## config.mk

```make
export PLATFORM = sky130hd
export DESIGN_NAME = dtc_timer_pair
export DESIGN_NICKNAME = d
export VERILOG_FILES = /design/src/hdl/dtc_timer_pair.v
export VERILOG_INCLUDE_DIRS = /design/src /design/src/hdl
export SDC_FILE = /design/constraint.sdc
export NUM_CORES = 1
export LEC_CHECK = 0
export ABC_AREA = 1
export BUFFER_PORTS_ARGS = -buffer_cell sky130_fd_sc_hd__buf_4
export CAP_MARGIN = 20
export CORE_MARGIN = 2
export CORE_UTILIZATION = 55
export CTS_CLUSTER_DIAMETER = 80
export DETAILED_ROUTE_END_ITERATION = 8
export PLACE_DENSITY = 0.78
export SYNTH_ARGS = -nofsm -noshare
export SYNTH_HDL_FRONTEND = slang
export SYNTH_SLANG_ARGS = --single-unit
```

## constraint.sdc

```tcl
create_clock -name aclk -period 1.8 [get_ports aclk]
set_input_delay 0.27 -clock aclk [delete_from_list [all_inputs] [get_ports aclk]]
set_output_delay 0.27 -clock aclk [all_outputs]
set_load 0.005 [all_outputs]
```

## src/hdl/dtc_regs.vh

```
// Register offsets, field positions, reset values and timing counts.
`ifndef DTC_REGS_VH
`define DTC_REGS_VH

// Byte offsets on the register bus.
`define DTC_ADDR_TCS 8'h88
`define DTC_ADDR_TMC 8'h8C
`define DTC_ADDR_T0L 8'h90
`define DTC_ADDR_T1L 8'h94
`define DTC_ADDR_T0H 8'h98
`define DTC_ADDR_T1H 8'h9C

// Register indices used by the decoder.
`define DTC_IDX_NONE 3'h0
`define DTC_IDX_TCS 3'h1
`define DTC_IDX_TMC 3'h2
`define DTC_IDX_T0L 3'h3
`define DTC_IDX_T1L 3'h4
`define DTC_IDX_T0H 3'h5
`define DTC_IDX_T1H 3'h6

// Fields of timer_control_status.
`define DTC_TCS_T1_OVF 7
`define DTC_TCS_T1_RUN 6
`define DTC_TCS_T0_OVF 5
`define DTC_TCS_T0_RUN 4
`define DTC_TCS_IRQ1_FLAG 3
`define DTC_TCS_IRQ1_TYPE 2
`define DTC_TCS_IRQ0_FLAG 1
`define DTC_TCS_IRQ0_TYPE 0
`define DTC_TCS_RESET 8'h00

// Fields of timer_mode_config.
`define DTC_TMC_GATE1 7
`define DTC_TMC_CT1 6
`define DTC_TMC_MODE1_HI 5
`define DTC_TMC_MODE1_LO 4
`define DTC_TMC_GATE0 3
`define DTC_TMC_CT0 2
`define DTC_TMC_MODE0_HI 1
`define DTC_TMC_MODE0_LO 0
`define DTC_TMC_RESET 8'h00

// Timer modes.
`define DTC_MODE_13BIT 2'h0
`define DTC_MODE_16BIT 2'h1
`define DTC_MODE_RELOAD 2'h2
`define DTC_MODE_SPLIT 2'h3

// One machine cycle in clock periods.
`define DTC_MC_CLKS 3'h6

// Bus responses.
`define DTC_RESP_OKAY 2'h0
`define DTC_RESP_SLVERR 2'h2

`endif

```

## src/hdl/dtc_timer_pair.v

```verilog
// Dual timer/counter with four modes behind an AXI4-Lite register slave.
//
// Design decision made here: the AXI4-Lite slave port.

`include "dtc_regs.vh"

`default_nettype none

module dtc_timer_pair (
  input wire aclk,
  input wire aresetn,
  input wire [7:0] s_axi_awaddr,
  input wire s_axi_awvalid,
  output reg s_axi_awready,
  input wire [31:0] s_axi_wdata,
  input wire [3:0] s_axi_wstrb,
  input wire s_axi_wvalid,
  output reg s_axi_wready,
  output reg [1:0] s_axi_bresp,
  output reg s_axi_bvalid,
  input wire s_axi_bready,
  input wire [7:0] s_axi_araddr,
  input wire s_axi_arvalid,
  output reg s_axi_arready,
  output reg [31:0] s_axi_rdata,
  output reg [1:0] s_axi_rresp,
  output reg s_axi_rvalid,
  input wire s_axi_rready,
  input wire t0_count_pin,
  input wire t1_count_pin,
  input wire ext_irq0_pin_n,
  input wire ext_irq1_pin_n,
  input wire t0_overflow_ack,
  input wire t1_overflow_ack,
  input wire ext_irq0_ack,
  input wire ext_irq1_ack,
  output reg t0_overflow_flag,
  output reg t1_overflow_flag,
  output reg ext_irq0_edge_flag,
  output reg ext_irq1_edge_flag,
  output reg t1_overflow_pulse
);

  function [2:0] dtc_decode;
    input [7:0] addr;
    begin
      case (addr)
        `DTC_ADDR_TCS: dtc_decode = `DTC_IDX_TCS;
        `DTC_ADDR_TMC: dtc_decode = `DTC_IDX_TMC;
        `DTC_ADDR_T0L: dtc_decode = `DTC_IDX_T0L;
        `DTC_ADDR_T1L: dtc_decode = `DTC_IDX_T1L;
        `DTC_ADDR_T0H: dtc_decode = `DTC_IDX_T0H;
        `DTC_ADDR_T1H: dtc_decode = `DTC_IDX_T1H;
        default: dtc_decode = `DTC_IDX_NONE;
      endcase
    end
  endfunction

  // Returns {overflow, high byte, low byte} after one count step.
  function [16:0] dtc_step;
    input [1:0] mode;
    input [7:0] hi;
    input [7:0] lo;
    reg [13:0] sum13;
    reg [16:0] sum16;
    reg [8:0] sum8;
    begin
      sum13 = {1'b0, hi, lo[4:0]} + 14'h0001;
      sum16 = {1'b0, hi, lo} + 17'h0_0001;
      sum8 = {1'b0, lo} + 9'h001;
      case (mode)
        `DTC_MODE_13BIT:
          // The three upper low-byte bits are left as they are.
          dtc_step = {sum13[13], sum13[12:5], lo[7:5], sum13[4:0]};
        `DTC_MODE_16BIT:
          dtc_step = sum16;
        `DTC_MODE_RELOAD:
          dtc_step = sum8[8] ? {1'b1, hi, hi} :
            {1'b0, hi, sum8[7:0]};
        default:
          dtc_step = {sum8[8], hi, sum8[7:0]};
      endcase
    end
  endfunction

  reg [7:0] timer_mode_config;
  reg t0_run_bit;
  reg t1_run_bit;
  reg ext_irq0_trigger_type;
  reg ext_irq1_trigger_type;
  reg [7:0] t0_low_byte;
  reg [7:0] t0_high_byte;
  reg [7:0] t1_low_byte;
  reg [7:0] t1_high_byte;
  reg [2:0] mc_count;
  reg mc_en;
  reg [3:0] pin_filt;
  reg [1:0] count_sample;
  reg [1:0] irq_prev;
  reg [7:0] aw_addr;
  reg aw_got;
  reg [31:0] w_data;
  reg [3:0] w_strb;
  reg w_got;

  wire [3:0] pin_raw = {~ext_irq1_pin_n, ~ext_irq0_pin_n,
    t1_count_pin, t0_count_pin};

  // Three-stage synchroniser: the level moves once stages 2 and 3 agree.
  genvar gi;
  generate
    for (gi = 0; gi < 4; gi = gi + 1) begin : g_sync
      reg s1;
      reg s2;
      reg s3;
      always @(posedge aclk) begin
        if (!aresetn) begin
          s1 <= 1'b0;
          s2 <= 1'b0;
          s3 <= 1'b0;
          pin_filt[gi] <= 1'b0;
        end else begin
          s1 <= pin_raw[gi];
          s2 <= s1;
          s3 <= s2;
          if (s2 == s3) begin
            pin_filt[gi] <= s3;
          end
        end
      end
    end
  endgenerate

  // Index 2 and 3 of pin_filt hold the interrupt pins as active high.
  wire irq0_low = pin_filt[2];
  wire irq1_low = pin_filt[3];
  wire [1:0] mode0 = timer_mode_config[`DTC_TMC_MODE0_HI:`DTC_TMC_MODE0_LO];
  wire [1:0] mode1 = timer_mode_config[`DTC_TMC_MODE1_HI:`DTC_TMC_MODE1_LO];
  wire split0 = (mode0 == `DTC_MODE_SPLIT);

  // Falling edges on the count pins, judged on machine-cycle samples.
  wire [1:0] count_edge =
    {2{mc_en}} & count_sample & ~pin_filt[1:0];
  wire t0_src = timer_mode_config[`DTC_TMC_CT0] ? count_edge[0] : mc_en;
  wire t1_src = timer_mode_config[`DTC_TMC_CT1] ? count_edge[1] : mc_en;
  wire t0_open = ~timer_mode_config[`DTC_TMC_GATE0] | ~irq0_low;
  wire t1_open = ~timer_mode_config[`DTC_TMC_GATE1] | ~irq1_low;
  // While timer 0 is split, only its own mode field switches timer 1.
  wire t1_run = (split0 | t1_run_bit) &
    (mode1 != `DTC_MODE_SPLIT);
  wire t0_tick = t0_run_bit & t0_open & t0_src;
  wire t1_tick = t1_run & t1_open & t1_src;
  wire th0_tick = split0 & t1_run_bit & mc_en;

  wire [16:0] t0_next = dtc_step(mode0, t0_high_byte, t0_low_byte);
  wire [16:0] t1_next = dtc_step(mode1, t1_high_byte, t1_low_byte);
  wire [8:0] th0_inc = {1'b0, t0_high_byte} + 9'h001;
  wire t0_ovf = t0_tick & t0_next[16];
  wire t1_ovf = t1_tick & t1_next[16];
  wire th0_ovf = th0_tick & th0_inc[8];
  wire t1_flag_set = (t1_ovf & ~split0) | th0_ovf;

  // Edge mode sets on a falling edge; level mode tracks the low pin.
  wire irq0_set = ext_irq0_trigger_type ?
    (irq0_low & ~irq_prev[0]) : irq0_low;
  wire irq1_set = ext_irq1_trigger_type ?
    (irq1_low & ~irq_prev[1]) : irq1_low;

  wire wr_fire = aw_got & w_got & ~s_axi_bvalid;
  wire [2:0] wr_idx = dtc_decode(aw_addr);
  wire [7:0] wr_byte = w_data[7:0];
  wire wr_en = wr_fire & w_strb[0];
  wire wr_tcs = wr_en & (wr_idx == `DTC_IDX_TCS);
  wire [7:0] tcs_value = {t1_overflow_flag, t1_run_bit, t0_overflow_flag,
    t0_run_bit, ext_irq1_edge_flag, ext_irq1_trigger_type,
    ext_irq0_edge_flag, ext_irq0_trigger_type};

  // Machine-cycle divider.
  always @(posedge aclk) begin
    if (!aresetn) begin
      mc_count <= 3'h0;
      mc_en <= 1'b0;
    end else if (mc_count == `DTC_MC_CLKS - 3'h1) begin
      mc_count <= 3'h0;
      mc_en <= 1'b1;
    end else begin
      mc_count <= mc_count + 3'h1;
      mc_en <= 1'b0;
    end
  end

  always @(posedge aclk) begin
    if (!aresetn) begin
      count_sample <= 2'b00;
      irq_prev <= 2'b00;
    end else begin
      if (mc_en) begin
        count_sample <= pin_filt[1:0];
      end
      irq_prev <= {irq1_low, irq0_low};
    end
  end

  // Control bits and flags. A hardware set wins over a clear in the
  // same cycle; a software write of one also sets a flag.
  always @(posedge aclk) begin
    if (!aresetn) begin
      timer_mode_config <= `DTC_TMC_RESET;
      {t1_overflow_flag, t1_run_bit, t0_overflow_flag, t0_run_bit,
        ext_irq1_edge_flag, ext_irq1_trigger_type, ext_irq0_edge_flag,
        ext_irq0_trigger_type} <= `DTC_TCS_RESET;
      t1_overflow_pulse <= 1'b0;
    end else begin
      if (wr_en && wr_idx == `DTC_IDX_TMC) begin
        timer_mode_config <= wr_byte;
      end
      if (wr_tcs) begin
        t1_run_bit <= wr_byte[`DTC_TCS_T1_RUN];
        t0_run_bit <= wr_byte[`DTC_TCS_T0_RUN];
        ext_irq1_trigger_type <= wr_byte[`DTC_TCS_IRQ1_TYPE];
        ext_irq0_trigger_type <= wr_byte[`DTC_TCS_IRQ0_TYPE];
      end
      t1_overflow_flag <= t1_flag_set | (wr_tcs ? wr_byte[`DTC_TCS_T1_OVF] :
        (t1_overflow_flag & ~t1_overflow_ack));
      t0_overflow_flag <= t0_ovf | (wr_tcs ? wr_byte[`DTC_TCS_T0_OVF] :
        (t0_overflow_flag & ~t0_overflow_ack));
      ext_irq1_edge_flag <= irq1_set | (wr_tcs ? wr_byte[`DTC_TCS_IRQ1_FLAG] :
        (ext_irq1_edge_flag & ~ext_irq1_ack));
      ext_irq0_edge_flag <= irq0_set | (wr_tcs ? wr_byte[`DTC_TCS_IRQ0_FLAG] :
        (ext_irq0_edge_flag & ~ext_irq0_ack));
      t1_overflow_pulse <= t1_ovf;
    end
  end

  // Counter bytes. A software write to a byte wins over a count step.
  always @(posedge aclk) begin
    if (!aresetn) begin
      t0_low_byte <= 8'h00;
      t0_high_byte <= 8'h00;
      t1_low_byte <= 8'h00;
      t1_high_byte <= 8'h00;
    end else begin
      if (wr_en && wr_idx == `DTC_IDX_T0L) begin
        t0_low_byte <= wr_byte;
      end else if (t0_tick) begin
        t0_low_byte <= t0_next[7:0];
      end
      if (wr_en && wr_idx == `DTC_IDX_T0H) begin
        t0_high_byte <= wr_byte;
      end else if (th0_tick) begin
        t0_high_byte <= th0_inc[7:0];
      end else if (t0_tick) begin
        t0_high_byte <= t0_next[15:8];
      end
      if (wr_en && wr_idx == `DTC_IDX_T1L) begin
        t1_low_byte <= wr_byte;
      end else if (t1_tick) begin
        t1_low_byte <= t1_next[7:0];
      end
      if (wr_en && wr_idx == `DTC_IDX_T1H) begin
        t1_high_byte <= wr_byte;
      end else if (t1_tick) begin
        t1_high_byte <= t1_next[15:8];
      end
    end
  end

  // Write channels: address and data are latched independently, and the
  // response follows once both are held.
  always @(posedge aclk) begin
    if (!aresetn) begin
      aw_got <= 1'b0;
      w_got <= 1'b0;
      aw_addr <= 8'h00;
      w_data <= 32'h0000_0000;
      w_strb <= 4'h0;
      s_axi_awready <= 1'b1;
      s_axi_wready <= 1'b1;
      s_axi_bvalid <= 1'b0;
      s_axi_bresp <= `DTC_RESP_OKAY;
    end else begin
      if (s_axi_awvalid && s_axi_awready) begin
        aw_addr <= s_axi_awaddr;
        aw_got <= 1'b1;
        s_axi_awready <= 1'b0;
      end
      if (s_axi_wvalid && s_axi_wready) begin
        w_data <= s_axi_wdata;
        w_strb <= s_axi_wstrb;
        w_got <= 1'b1;
        s_axi_wready <= 1'b0;
      end
      if (wr_fire) begin
        aw_got <= 1'b0;
        w_got <= 1'b0;
        s_axi_bvalid <= 1'b1;
        s_axi_bresp <= (wr_idx == `DTC_IDX_NONE) ?
          `DTC_RESP_SLVERR : `DTC_RESP_OKAY;
      end
      if (s_axi_bvalid && s_axi_bready) begin
        s_axi_bvalid <= 1'b0;
        s_axi_awready <= 1'b1;
        s_axi_wready <= 1'b1;
      end
    end
  end

  reg [7:0] rd_byte;
  reg [2:0] rd_idx;
  always @* begin
    rd_idx = dtc_decode(s_axi_araddr);
    case (rd_idx)
      `DTC_IDX_TCS: rd_byte = tcs_value;
      `DTC_IDX_TMC: rd_byte = timer_mode_config;
      `DTC_IDX_T0L: rd_byte = t0_low_byte;
      `DTC_IDX_T1L: rd_byte = t1_low_byte;
      `DTC_IDX_T0H: rd_byte = t0_high_byte;
      `DTC_IDX_T1H: rd_byte = t1_high_byte;
      default: rd_byte = 8'h00;
    endcase
  end

  // Read channel: one read in flight, data registered on the same edge
  // that takes the address.
  always @(posedge aclk) begin
    if (!aresetn) begin
      s_axi_arready <= 1'b1;
      s_axi_rvalid <= 1'b0;
      s_axi_rdata <= 32'h0000_0000;
      s_axi_rresp <= `DTC_RESP_OKAY;
    end else begin
      if (s_axi_arvalid && s_axi_arready) begin
        s_axi_arready <= 1'b0;
        s_axi_rvalid <= 1'b1;
        s_axi_rdata <= {24'h00_0000, rd_byte};
        s_axi_rresp <= (rd_idx == `DTC_IDX_NONE) ?
          `DTC_RESP_SLVERR : `DTC_RESP_OKAY;
      end else if (s_axi_rvalid && s_axi_rready) begin
        s_axi_rvalid <= 1'b0;
        s_axi_arready <= 1'b1;
      end
    end
  end

endmodule

`default_nettype wire

```

Yosys cells after proc, flatten, opt, wreduce, memory -nomap -nowiden --
Index checks and enable logic that the tools add are counted.
Word-level totals: word-level logic and storage cells 202, output and inout bits 46, register bits 109
Operators by class: reductions and logical operators 28, add/subtract/negate cells 8, bitwise operators 47, equality and inequality tests 39, mux-type cells 31
Operator list (count):
- one-hot mux 17 bit (3 select lines) | 2
- == test 8 bit, second input constant | 12
- two-way mux 8 bit | 9
- one-hot mux 8 bit (6 select lines) | 1
- one-hot mux 3 bit (6 select lines) | 2
- adder 16 x 1 -> 17 bit, second input constant | 2
- two-way mux 17 bit | 2
- adder 13 x 1 -> 14 bit, second input constant | 2
- adder 8 x 1 -> 9 bit, second input constant | 3
- AND 1 bit | 21
- == test 3 bit, second input constant | 7
- inverter 1 bit | 15
- two-way mux 1 bit | 13
- == test 3 x 2 -> 1 bit, second input constant | 4
- logical AND 1 bit | 10
- != test 2 bit, second input constant | 4
- bitwise OR 1 bit | 8
- nonzero test 2 bit | 4
- == test 2 bit, second input constant | 3
- == test 3 x 1 -> 1 bit, second input constant | 2
- logical NOT 3 bit | 2
- AND reduction 3 bit | 2
- nonzero test 3 bit | 2
- OR reduction 2 bit | 3
- 10 further kinds | 18

Depth between registers and ports, before layout --
Gate-level depths: netlist (run 1).
depth in word-level cells 9, gate-level depth with buffers 12

Worst setup path after synthesis (run 1) --
Ideal clock, no wire load.
path kind flip-flop to flip-flop, start register t1_low_byte[0], end register t1_low_byte[5], setup slack 0.243 ns, cell stages (with the launch flop) 11, path buffers 0, required time 1.672 ns, data arrival time 1.429 ns, cell sequence dfxtp_1 ha_1 nand2_1 nor2_4 nand2_1 o21ai_0 a21oi_1 nor2_1 nor2_1 nor2_1 nor2_1
Between the ends: cells in the longest elaborated chain, start to end 5, elaborated cells on any way between the ends 6
Ends and longest elaborated chain:
- start: declaration | RTL line dtc_timer_pair.v:93 | reg [7:0] t1_low_byte;
- start signal: assignment | RTL line dtc_timer_pair.v:256 | t1_low_byte <= wr_byte;
- start signal: assignment | RTL line dtc_timer_pair.v:258 | t1_low_byte <= t1_next[7:0];
- adder 8 x 1 -> 9 bit | RTL line dtc_timer_pair.v:70 | sum8 = {1'b0, lo} + 9'h001;
- two-way mux 17 bit | RTL line dtc_timer_pair.v:78 | dtc_step = sum8[8] ? {1'b1, hi, hi} :
- one-hot mux 17 bit (3 select lines) * | RTL line dtc_timer_pair.v:71 | case (mode)
- two-way mux 8 bit * | RTL line dtc_timer_pair.v:257 | end else if (t1_tick) begin
- two-way mux 8 bit * | RTL line dtc_timer_pair.v:255 | if (wr_en && wr_idx == `DTC_IDX_T1L) begin
Every way passes the cells marked *; elsewhere a longest branch is shown, timed or not. The select of a mux whose other input is x is not followed. A chain may end at the register's enable or synchronous reset.

Worst setup path after layout (run 1) --
start register timer_mode_config[1], end register t1_overflow_flag
Between the ends: cells in the longest elaborated chain, start to end 9, elaborated cells on any way between the ends 13
Ends and longest elaborated chain:
- start: declaration | RTL line dtc_timer_pair.v:86 | reg [7:0] timer_mode_config;
- start signal: assignment | RTL line dtc_timer_pair.v:208 | timer_mode_config <= `DTC_TMC_RESET;
- start signal: assignment | RTL line dtc_timer_pair.v:215 | timer_mode_config <= wr_byte;
- == test 2 bit (no line) *
- bitwise OR 1 bit | RTL line dtc_timer_pair.v:149 | wire t1_run = (split0 | t1_run_bit) &
- AND 1 bit | RTL line dtc_timer_pair.v:149
- AND 1 bit (2 in series) | RTL line dtc_timer_pair.v:152 | wire t1_tick = t1_run & t1_open & t1_src;
- AND 1 bit | RTL line dtc_timer_pair.v:159 | wire t1_ovf = t1_tick & t1_next[16];
- AND 1 bit | RTL line dtc_timer_pair.v:161 | wire t1_flag_set = (t1_ovf & ~split0) | th0_ovf;
- bitwise OR 1 bit * | RTL line dtc_timer_pair.v:161
- bitwise OR 1 bit * | RTL line dtc_timer_pair.v:223 | t1_overflow_flag <= t1_flag_set | (wr_tcs ? wr_byte[`DTC_TCS_T1_OVF] :
- end signal: assignment | RTL line dtc_timer_pair.v:223
- end: declaration | RTL line dtc_timer_pair.v:38 | output reg t1_overflow_flag,
Every way passes the cells marked *; elsewhere a longest branch is shown, timed or not.

==> reports/metrics.yaml, run 1 <==
antenna_cells: 0
slew_viol_final: 0
cpMaxStageDelayCell: "dfxtp_2"
drc_errors: 0
hold_violations: 0
syn_avg_cell_area_sq_um: 6.15
cts_tree: "yes"
rsz0062_at_grt: "yes"
drive_above_1_share: 0.168
grt_max_degree: 55
grt_pass1_wl_microns: 32100
routedWlPerCell_microns: 14.9
grt_usage: 0.313
min_path_type: "primary input to flop"
drt_iter0_markers: 761
p_leak_nw: 3.71
area_growth_pct: 19.5
synth_area_leaders: "dfxtp_1 (32%), nand2_1 (17%), nand3_1 (8.1%), nor2_1 (7.4%), inv_1 (7.0%)"
cp.arrival_ns: 2.00
cts_inserted_buffers: 9
async_reset_ff_frac: 0
status: "completed"
fin_crit_ns: 1.70
powerDensity_nw_per_um2: 601
netlist_instances: 1084
worstSkewPairLatency_ns: 0.36
vdd_drop_max_uv: 650
final_util: 0.669
synth_common_cells: "nand2_1 (296), nor2_1 (132), inv_1 (125)"
row_count: 40
cp_max_fo: 5
clk_transition_reported_paths_ns: 0.07
n_fill_cell: 1126
h-tree-depth: 3
fp.coreArea_sq_um: 11900
dpl.hpwl_microns: 15000
finalNonFillerCells: 1347
slew_headroom: 0.652
synth_ff_type: "dfxtp_1"
syn-cell-area_sq_um: 6670
vias_per_cell: 5.42
ys_warn_count: 0
synth_edf_count: 0
cp-end-kind: "flop"
start_util: 0.560
worstMarginPinSlew_ns: 0.522
dp.cells: 1324
cts_root_buf: "clkbuf_16"
p_total_w: 0.00479
synth.most_common_cell: "nand2_1"
die_width_microns: 114
drt-total-wl_microns: 20100
cpPeakStageDelay_ns: 0.39
grt_antenna_before_repair: 0
ant_nets: 0
dieHeight_microns: 114
finalCritPeriodShare: 0.946
synth_cell_types: 39
grt_remaining_overflow: 0
die_area_sq_um: 13000
finalSetupViolations: 0
placed_area_sq_um: 7570
ys_seq_area_frac: 0.321
numPortBuffers: 59
cp_cell_sequence: "nand2_1 > nand2_1 > nand4_1 > inv_1 > nand3_1 > nor3_1 > buf_4 > nand2_1 > nand2_1"
synth_top_cell_area_share: 0.321
synth-seq-cells: 107
grt_pass1_vias: 6608
path_common_cell: "nand2_1"
maxCapViolCount: 0
drt_first_pass_iters: 5
critical_path_class: "flop to flop"
holdWs_ns: 0.0537
required_ns: 2.10
final_net_count: 1267
clock_sinks: 107
crit_path_start_kind: "flop"
routabilityCongestion: 0.989
stdcell_area_sq_um: 7970
vias: 7304
clock.fmax_mhz: 587
yosys.area.top_type: "dfxtp_1"
cts_buffer_depth: 2
io_pins: 113
final.setup_skew_ns: 0.00917
## cell type report
type / instances / area, sq um / share of cell area
Clock buffer: 11 / 233 / 0.0292
Clock inverter: 5 / 46.3 / 0.00581
Multi-Input combinational cell: 813 / 3840 / 0.482
Sequential cell: 107 / 2150 / 0.270
Timing Repair Buffer: 131 / 1010 / 0.127
Tap cell: 147 / 184 / 0.0231
Inverter: 133 / 504 / 0.0632
## sequential cells by signal, indices dropped and copies added (netlist names), 2 cells and up
| name | count |
|---|---|
| irq_prev | 2 |
| pin_filt | 2 |
| count_sample | 2 |
| t0_high_byte | 8 |
| g_sync.s3 | 4 |
| w_data | 8 |
| g_sync.s1 | 4 |
| timer_mode_config | 8 |
| t1_low_byte | 8 |
| t0_low_byte | 8 |
| mc_count | 3 |
| g_sync.s2 | 4 |
| t1_high_byte | 8 |
| s_axi_rdata | 8 |
| aw_addr | 8 |
## power by group
group	internal, W	switching (W)	leakage [nW]
combinational	0.000154	0.000224	2.71
sequential	0.00243	0.0000801	0.874
clock	0.000965	0.000937	0.130
## timing repair
action	4_1_cts	5_1_grt
resized for setup	0	26
setup buffers	0	7
hold buffers	0	0
endpoints found under the setup margin	0	32
## logic make-up after synthesis
kind of cell             share of synthesized area
other                                     0.000562
flip-flops                                   0.321
XOR/XNOR                                    0.0118
adder cells (fa/ha/maj)                    0.00938
AO/OA/AOI/OAI                                0.138
AND/OR/NAND/NOR                              0.393
buffers and inverters                        0.126
## metrics by stage
stage	setup slack, ns	setup TNS, ns
2_1_floorplan	0.243	0
3_3_place_gp	0.114	0
3_5_place_dp	0.0794	0
4_1_cts	0.0564	0
5_1_grt	-0.0246	-0.0610
6_report	0.0972	0
## cells in the final DEF (no fill, tap or decap), types with 2 or more instances in the layout
cell,count
nand2_1,293
nor2_1,131
buf_4,128
inv_1,125
nand3_1,107
dfxtp_1,100
a21oi_1,74
o21ai_0,72
conb_1,26
nand4_1,24
o211ai_1,14
nor2_4,11
nor2_2,10
clkbuf_16,9
nor3_1,7
dfxtp_2,7
inv_2,6
xor2_1,6
o21ai_1,5
nand3_2,4
nand2_2,4
a21oi_2,4
xnor2_1,3
ha_1,3
o21bai_1,2
nand3b_4,2
or2_2,2
ha_2,2
clkbuf_1,2
clkinvlp_4,2
inv_8,2
buf_12,2
## worst max-delay path, delay by kind of cell (launching register included)
family,cells,cell delay [ns]
flops,1,0.39
simple gates,7,0.91
buf+inv,2,0.35
## worst paths after layout
path,from,endpoint,slack (ns),cells past startpoint
setup / recovery,timer_mode_config[1],t1_overflow_flag,0.1,9
hold / removal,ext_irq1_pin_n,g_sync[3].s1,0.05,2
setup reg to reg,timer_mode_config[1],t1_overflow_flag,0.1,9
hold reg to reg,g_sync[1].s1,g_sync[1].s2,0.42,2
## metal layers
layer | share of wire | global-route usage
met1 | 0.43 | 0.418
met2 | 0.46 | 0.511
met3 | 0.082 | 0.0572
met4 | 0.028 | 0.105
met5 | 0 | 0
No activity file was read; power rests on OpenSTA's default activity.
==> run 2, diff against run 1 <==
--- a/config.mk
+++ b/config.mk
@@ -7,13 +7,13 @@
 export NUM_CORES = 1
 export LEC_CHECK = 0
 export ABC_AREA = 1
-export BUFFER_PORTS_ARGS = -buffer_cell sky130_fd_sc_hd__buf_4
 export CAP_MARGIN = 20
 export CORE_MARGIN = 2
 export CORE_UTILIZATION = 55
 export CTS_CLUSTER_DIAMETER = 80
 export DETAILED_ROUTE_END_ITERATION = 8
-export PLACE_DENSITY = 0.78
+export DONT_BUFFER_PORTS = 1
+export PLACE_DENSITY = 0.7
 export SYNTH_ARGS = -nofsm -noshare
 export SYNTH_HDL_FRONTEND = slang
 export SYNTH_SLANG_ARGS = --single-unit
==> run 2 against run 1 <==
Against the previous run: via count decreased by 3.1%; combinational power decreased by 25%; register-to-register slack about the same; non-clock buffer count shrank 47; die area unchanged; cell count is 3.5% lower; clock power increased by 6%; setup slack worse by 0.0080 ns.
==> reports/metrics.yaml, run 2 (synthesized netlist as in run 1, its figures left out) <==
ant_nets: 0
cp_max_fo: 5
stdcell_area_sq_um: 7650
total_switching_power_w: 0.00131
vias_per_cell: 5.44
p_sw_frac: 0.271
drt-total-wl_microns: 19900
dieHeight_microns: 114
slew_viol_final: 0
worstSkewPairLatency_ns: 0.37
required_ns: 2.06
cp-end-kind: "flop"
drt_first_pass_iters: 5
placed_area_sq_um: 7170
die_area_sq_um: 13000
p_leak_nw: 3.49
internal-power_w: 0.00352
pwr-share-comb: 0.059
grt_usage: 0.311
area_growth_pct: 14.6
numPortBuffers: 0
cts_tree: "yes"
row_count: 40
final_cell_mix: "nand2_1 (290), nor2_1 (130), inv_1 (125), nand3_1 (106), dfxtp_1 (103)"
worstMarginPinSlew_ns: 0.609
routabilityCongestion: 0.979
mostFrequentLayoutCell: "nand2_1"
finalCritPeriodShare: 0.950
dpl.hpwl_microns: 14500
drive_above_1_share: 0.131
final.setup_skew_ns: 0.0120
maxCapViolCount: 0
grt_remaining_overflow: 0
min_path_type: "primary input to flop"
status: "completed"
clockPowerShare: 0.420
rsz0062_at_grt: "yes"
grt_pass1_vias: 6198
slew_headroom: 0.593
fp.coreArea_sq_um: 11900
clk_transition_reported_paths_ns: 0.08
routedWlPerCell_microns: 15.3
vdd_drop_max_uv: 721
die_width_microns: 114
clock_sinks: 107
cts_root_buf: "clkbuf_16"
clock.fmax_mhz: 585
finalSetupViolations: 0
hold_violations: 0
drt_iter0_markers: 586
antenna_cells: 0
seqPwrFrac: 0.522
cp.arrival_ns: 1.97
grt_max_degree: 56
vias: 7075
cts_buffer_depth: 2
grt_pass1_wl_microns: 31700
critical_path_class: "flop to flop"
final_util: 0.642
final_net_count: 1220
grt_antenna_before_repair: 0
cts_inserted_buffers: 9
holdWs_ns: 0.0166
h-tree-depth: 3
powerDensity_nw_per_um2: 631
drc_errors: 0
fin_crit_ns: 1.71
crit_path_start_kind: "flop"
io_pins: 113
start_util: 0.560
## run 2: cell types whose count changed in the layout (fill, tap and decap cells not counted), moves of 2 or more
cell,previous run,this run
clkinv_8,0,2
dfxtp_1,100,103
clkbuf_1,2,0
buf_4,128,78
nor2_2,10,12
dfxtp_2,7,4
clkinvlp_4,2,0
dlygate4sd3_1,0,5
nand2_2,4,6
nand2_1,293,290
## run 2: layer usage
metal / wire (microns) / GRT usage / up-vias
li1: - / - / 3565
met1: 8800 / 0.423 / 3140
met2: 8740 / 0.489 / 325
met3: 1800 / 0.0699 / 45
met4: 559 / 0.109 / 0
met5: 0 / 0 / -
## run 2: stage by stage
| stage | setup TNS, ns | std cells | total power, W | setup slack, ns |
|---|---|---|---|---|
| finish | 0 | 1300 | 0.00482 | 0.0892 |
| detailed placement | 0 | 1273 | 0.00283 | 0.0851 |
| global route | -0.0356 | 1300 | 0.00498 | -0.00840 |
| CTS | 0 | 1294 | 0.00484 | 0.0681 |
| floorplan | 0 | 1109 | 0.00278 | 0.243 |
| global placement | 0 | 1273 | 0.00283 | 0.126 |
## run 2: worst paths after layout
path	slack (ns)	cells after the start	start	to
max	0.09	11	t1_low_byte[1]	t1_low_byte[0]
min	0.02	2	aresetn	ext_irq0_edge_flag
max reg2reg	0.09	11	t1_low_byte[1]	t1_low_byte[0]
min reg2reg	0.42	2	g_sync[3].s1	g_sync[3].s2
## run 2: final cells by class
| cell class | count | area [sq um] |
|---|---|---|
| Sequential cell | 107 | 2150 |
| Clock inverter | 7 | 77.6 |
| Clock buffer | 9 | 225 |
| Tap cell | 147 | 184 |
| Multi-Input combinational cell | 813 | 3850 |
| Inverter | 133 | 504 |
| Timing Repair Buffer | 84 | 656 |
| Fill cell | 1171 | 4270 |
## run 2: timing repair
action,CTS,global route
endpoints found under the setup margin,0,30
hold endpoints to repair,10,0
buffers inserted,0,6
gates resized for setup,0,26
hold buffers,5,0
## run 2: power groups by stage
| stage | clock, W | combinational, W | sequential [W] |
|---|---|---|---|
| after floorplan | 0 | 0.000248 | 0.00254 |
| after CTS | 0.00205 | 0.000279 | 0.00251 |
| after detailed placement | 0 | 0.000264 | 0.00257 |
| final | 0.00202 | 0.000284 | 0.00252 |
| after global routing | 0.00213 | 0.000328 | 0.00252 |
| after global placement | 0 | 0.000260 | 0.00257 |
## run 2: worst max-delay path, stage by stage, from the launching register on
cell and delay [ns]:
dfxtp_1 0.34, ha_2 0.20, nand2_2 0.08, nor2_4 0.21, nand2_2 0.10, buf_4 0.14
nor3_2 0.16, nand2_1 0.07, nand3_1 0.08, nor2_1 0.05, nor2_1 0.12, nor2_1 0.05
==> run 3, diff against run 2 <==
--- a/config.mk
+++ b/config.mk
@@ -8,12 +8,14 @@
 export LEC_CHECK = 0
 export ABC_AREA = 1
 export CAP_MARGIN = 20
+export CELL_PAD_IN_SITES_DETAIL_PLACEMENT = 0
+export CELL_PAD_IN_SITES_GLOBAL_PLACEMENT = 1
 export CORE_MARGIN = 2
-export CORE_UTILIZATION = 55
+export CORE_UTILIZATION = 44
 export CTS_CLUSTER_DIAMETER = 80
 export DETAILED_ROUTE_END_ITERATION = 8
 export DONT_BUFFER_PORTS = 1
-export PLACE_DENSITY = 0.7
+export PLACE_DENSITY_LB_ADDON = 0.1
 export SYNTH_ARGS = -nofsm -noshare
 export SYNTH_HDL_FRONTEND = slang
 export SYNTH_SLANG_ARGS = --single-unit
==> run 3 against run 2 <==
Against the previous run: sequential power about the same; cell count is 3.0% higher; clock power is 2% higher; die area increased by 24%; clock skew barely moved; total power rose by 0.59%.
==> reports/metrics.yaml, run 3 (synthesized netlist as in run 1, its figures left out) <==
vias_per_cell: 5.20
area_growth_pct: 15.4
cts_inserted_buffers: 9
drive_above_1_share: 0.130
drt-total-wl_microns: 21100
clock.fmax_mhz: 596
maxCapViolCount: 0
hp-start: "aresetn"
dp_slack_ns: 0.0681
worstMarginPinSlew_ns: 0.667
holdPathStages: 2
cp_max_fo: 16
die_area_sq_um: 16200
regArea_sq_um: 2150
grt_antenna_before_repair: 1
total_switching_power_w: 0.00130
cp.arrival_ns: 1.93
timing.rr.start: "s_axi_bvalid"
routabilityCongestion: 0.927
io_pins: 113
worstSkewPairLatency_ns: 0.36
ant_nets: 0
clk_transition_reported_paths_ns: 0.08
final_net_count: 1217
die_width_microns: 127
vdd_drop_max_uv: 575
clockPowerShare: 0.424
critPathLaunch: "s_axi_bvalid"
cts_root_buf: "clkbuf_16"
multi_input_area_sq_um: 3850
holdPathEnd: "g_sync[2].s2"
fin_crit_ns: 1.68
vias: 6967
reg2reg_to: "timer_mode_config[2]"
stdcell_area_sq_um: 7700
p_total_w: 0.00485
powerDensity_nw_per_um2: 630
h-tree-depth: 3
finalSetupViolations: 0
placed_area_sq_um: 7190
routedWlPerCell_microns: 15.8
clock_sinks: 107
slew_headroom: 0.555
critical_path_class: "flop to flop"
status: "completed"
min_path_type: "primary input to flop"
required_ns: 2.05
crit_path_start_kind: "flop"
cts_buffer_depth: 2
drc_errors: 0
fp.coreArea_sq_um: 15000
cp-end-kind: "flop"
dpl.hpwl_microns: 15900
p_leak_nw: 3.50
finalCritPeriodShare: 0.933
reg2reg_depth: 9
p_sw_frac: 0.268
final.setup_skew_ns: 0.0121
cts_tree: "yes"
finalSetupTns_ns: 0
seqPwrFrac: 0.519
pwr-share-comb: 0.057
grt_pass1_vias: 6245
cp_cell_sequence: "inv_2 > nand3_2 > nor2_4 > buf_4 > inv_1 > nor2_4 > nand3b_4 > o21ai_0 > a21oi_1"
grt_pass1_wl_microns: 33500
drt_iter0_markers: 470
dieHeight_microns: 127
grt_max_degree: 56
cpMaxStageDelayCell: "dfxtp_1"
cpPeakStageDelay_ns: 0.35
hold_violations: 0
path_common_cell: "nor2_4"
n_fill_cell: 1625
start_util: 0.444
row_count: 45
grt_usage: 0.264
grt_remaining_overflow: 0
worst_slack_ns: 0.121
drt_first_pass_iters: 4
final_cell_mix: "nand2_1 (290), nor2_1 (129), inv_1 (124), nand3_1 (107), dfxtp_1 (103)"
internal-power_w: 0.00355
mostFrequentLayoutCell: "nand2_1"
slew_viol_final: 0
rsz0062_at_grt: "yes"
r2r_setup_slack_ns: 0.12
numPortBuffers: 0
-- run 3: cell types whose count changed in the layout (fill, tap and decap cells not counted), moves of 2 or more --
cell        delta
clkinvlp_4     +2
o21ai_1        +5
nor2_2         +2
buf_4          -4
o21ai_0        -5
-- run 3: power groups by stage --
stage	Clock (W)	Sequential, W	Combinational (W)
finish	0.00206	0.00252	0.000274
detailed placement	0	0.00257	0.000257
global route	0.00220	0.00253	0.000318
global placement	0	0.00257	0.000254
floorplan	0	0.00254	0.000248
CTS	0.00212	0.00252	0.000271
-- run 3: metrics by stage --
step	hold slack [ns]	cells	util
finish	0.0262	1339	0.512
global route	0.0225	1338	0.512
CTS	0.00510	1331	0.503
detailed placement	0.346	1310	0.478
global placement	0.343	1310	0.478
floorplan	0.342	1109	-
-- run 3: routing by layer --
| metal | GRT usage | vias to the layer above | wire length, microns |
|---|---|---|---|
| li1 | - | 3563 | - |
| met1 | 0.364 | 3129 | 9550 |
| met2 | 0.413 | 238 | 9380 |
| met3 | 0.0507 | 37 | 1520 |
| met4 | 0.0931 | 0 | 644 |
| met5 | 0 | - | 0 |
-- run 3: layout make-up --
| cell class | count | area share |
|---|---|---|
| Timing Repair Buffer | 81 | 0.0827 |
| Antenna cell | 1 | 0.000325 |
| Clock inverter | 6 | 0.00991 |
| Inverter | 133 | 0.0660 |
| Sequential cell | 107 | 0.279 |
| Tap cell | 188 | 0.0305 |
| Multi-Input combinational cell | 813 | 0.500 |
| Clock buffer | 10 | 0.0310 |
-- run 3: worst max-delay path by stage --
stage | to | slack [ns] | depth (start not counted)
6_report | timer_mode_config[2] | 0.12 | 9
5_1_grt | t1_high_byte[7] | -0.03 | 10
4_1_cts | t0_low_byte[3] | 0.03 | 10
3_5_place_dp | t0_low_byte[3] | 0.07 | 10
3_3_place_gp | t0_low_byte[3] | 0.08 | 10
2_1_floorplan | t1_low_byte[5] | 0.24 | 10
-- run 3: critical path, delay by kind of cell (launching register included) --
| kind | cells | cell delay (ns) |
|---|---|---|
| AOI/OAI and AO/OA | 2 | 0.25 |
| and+or+nand+nor | 4 | 0.65 |
| DFF | 1 | 0.35 |
| buffers and inverters | 3 | 0.31 |
-- run 3: repair_timing --
action	4_1_cts	5_1_grt
hold buffers	5	0
resized for setup	0	35
setup buffers	0	7
endpoints found under the setup margin	0	40
hold endpoints to repair	10	0
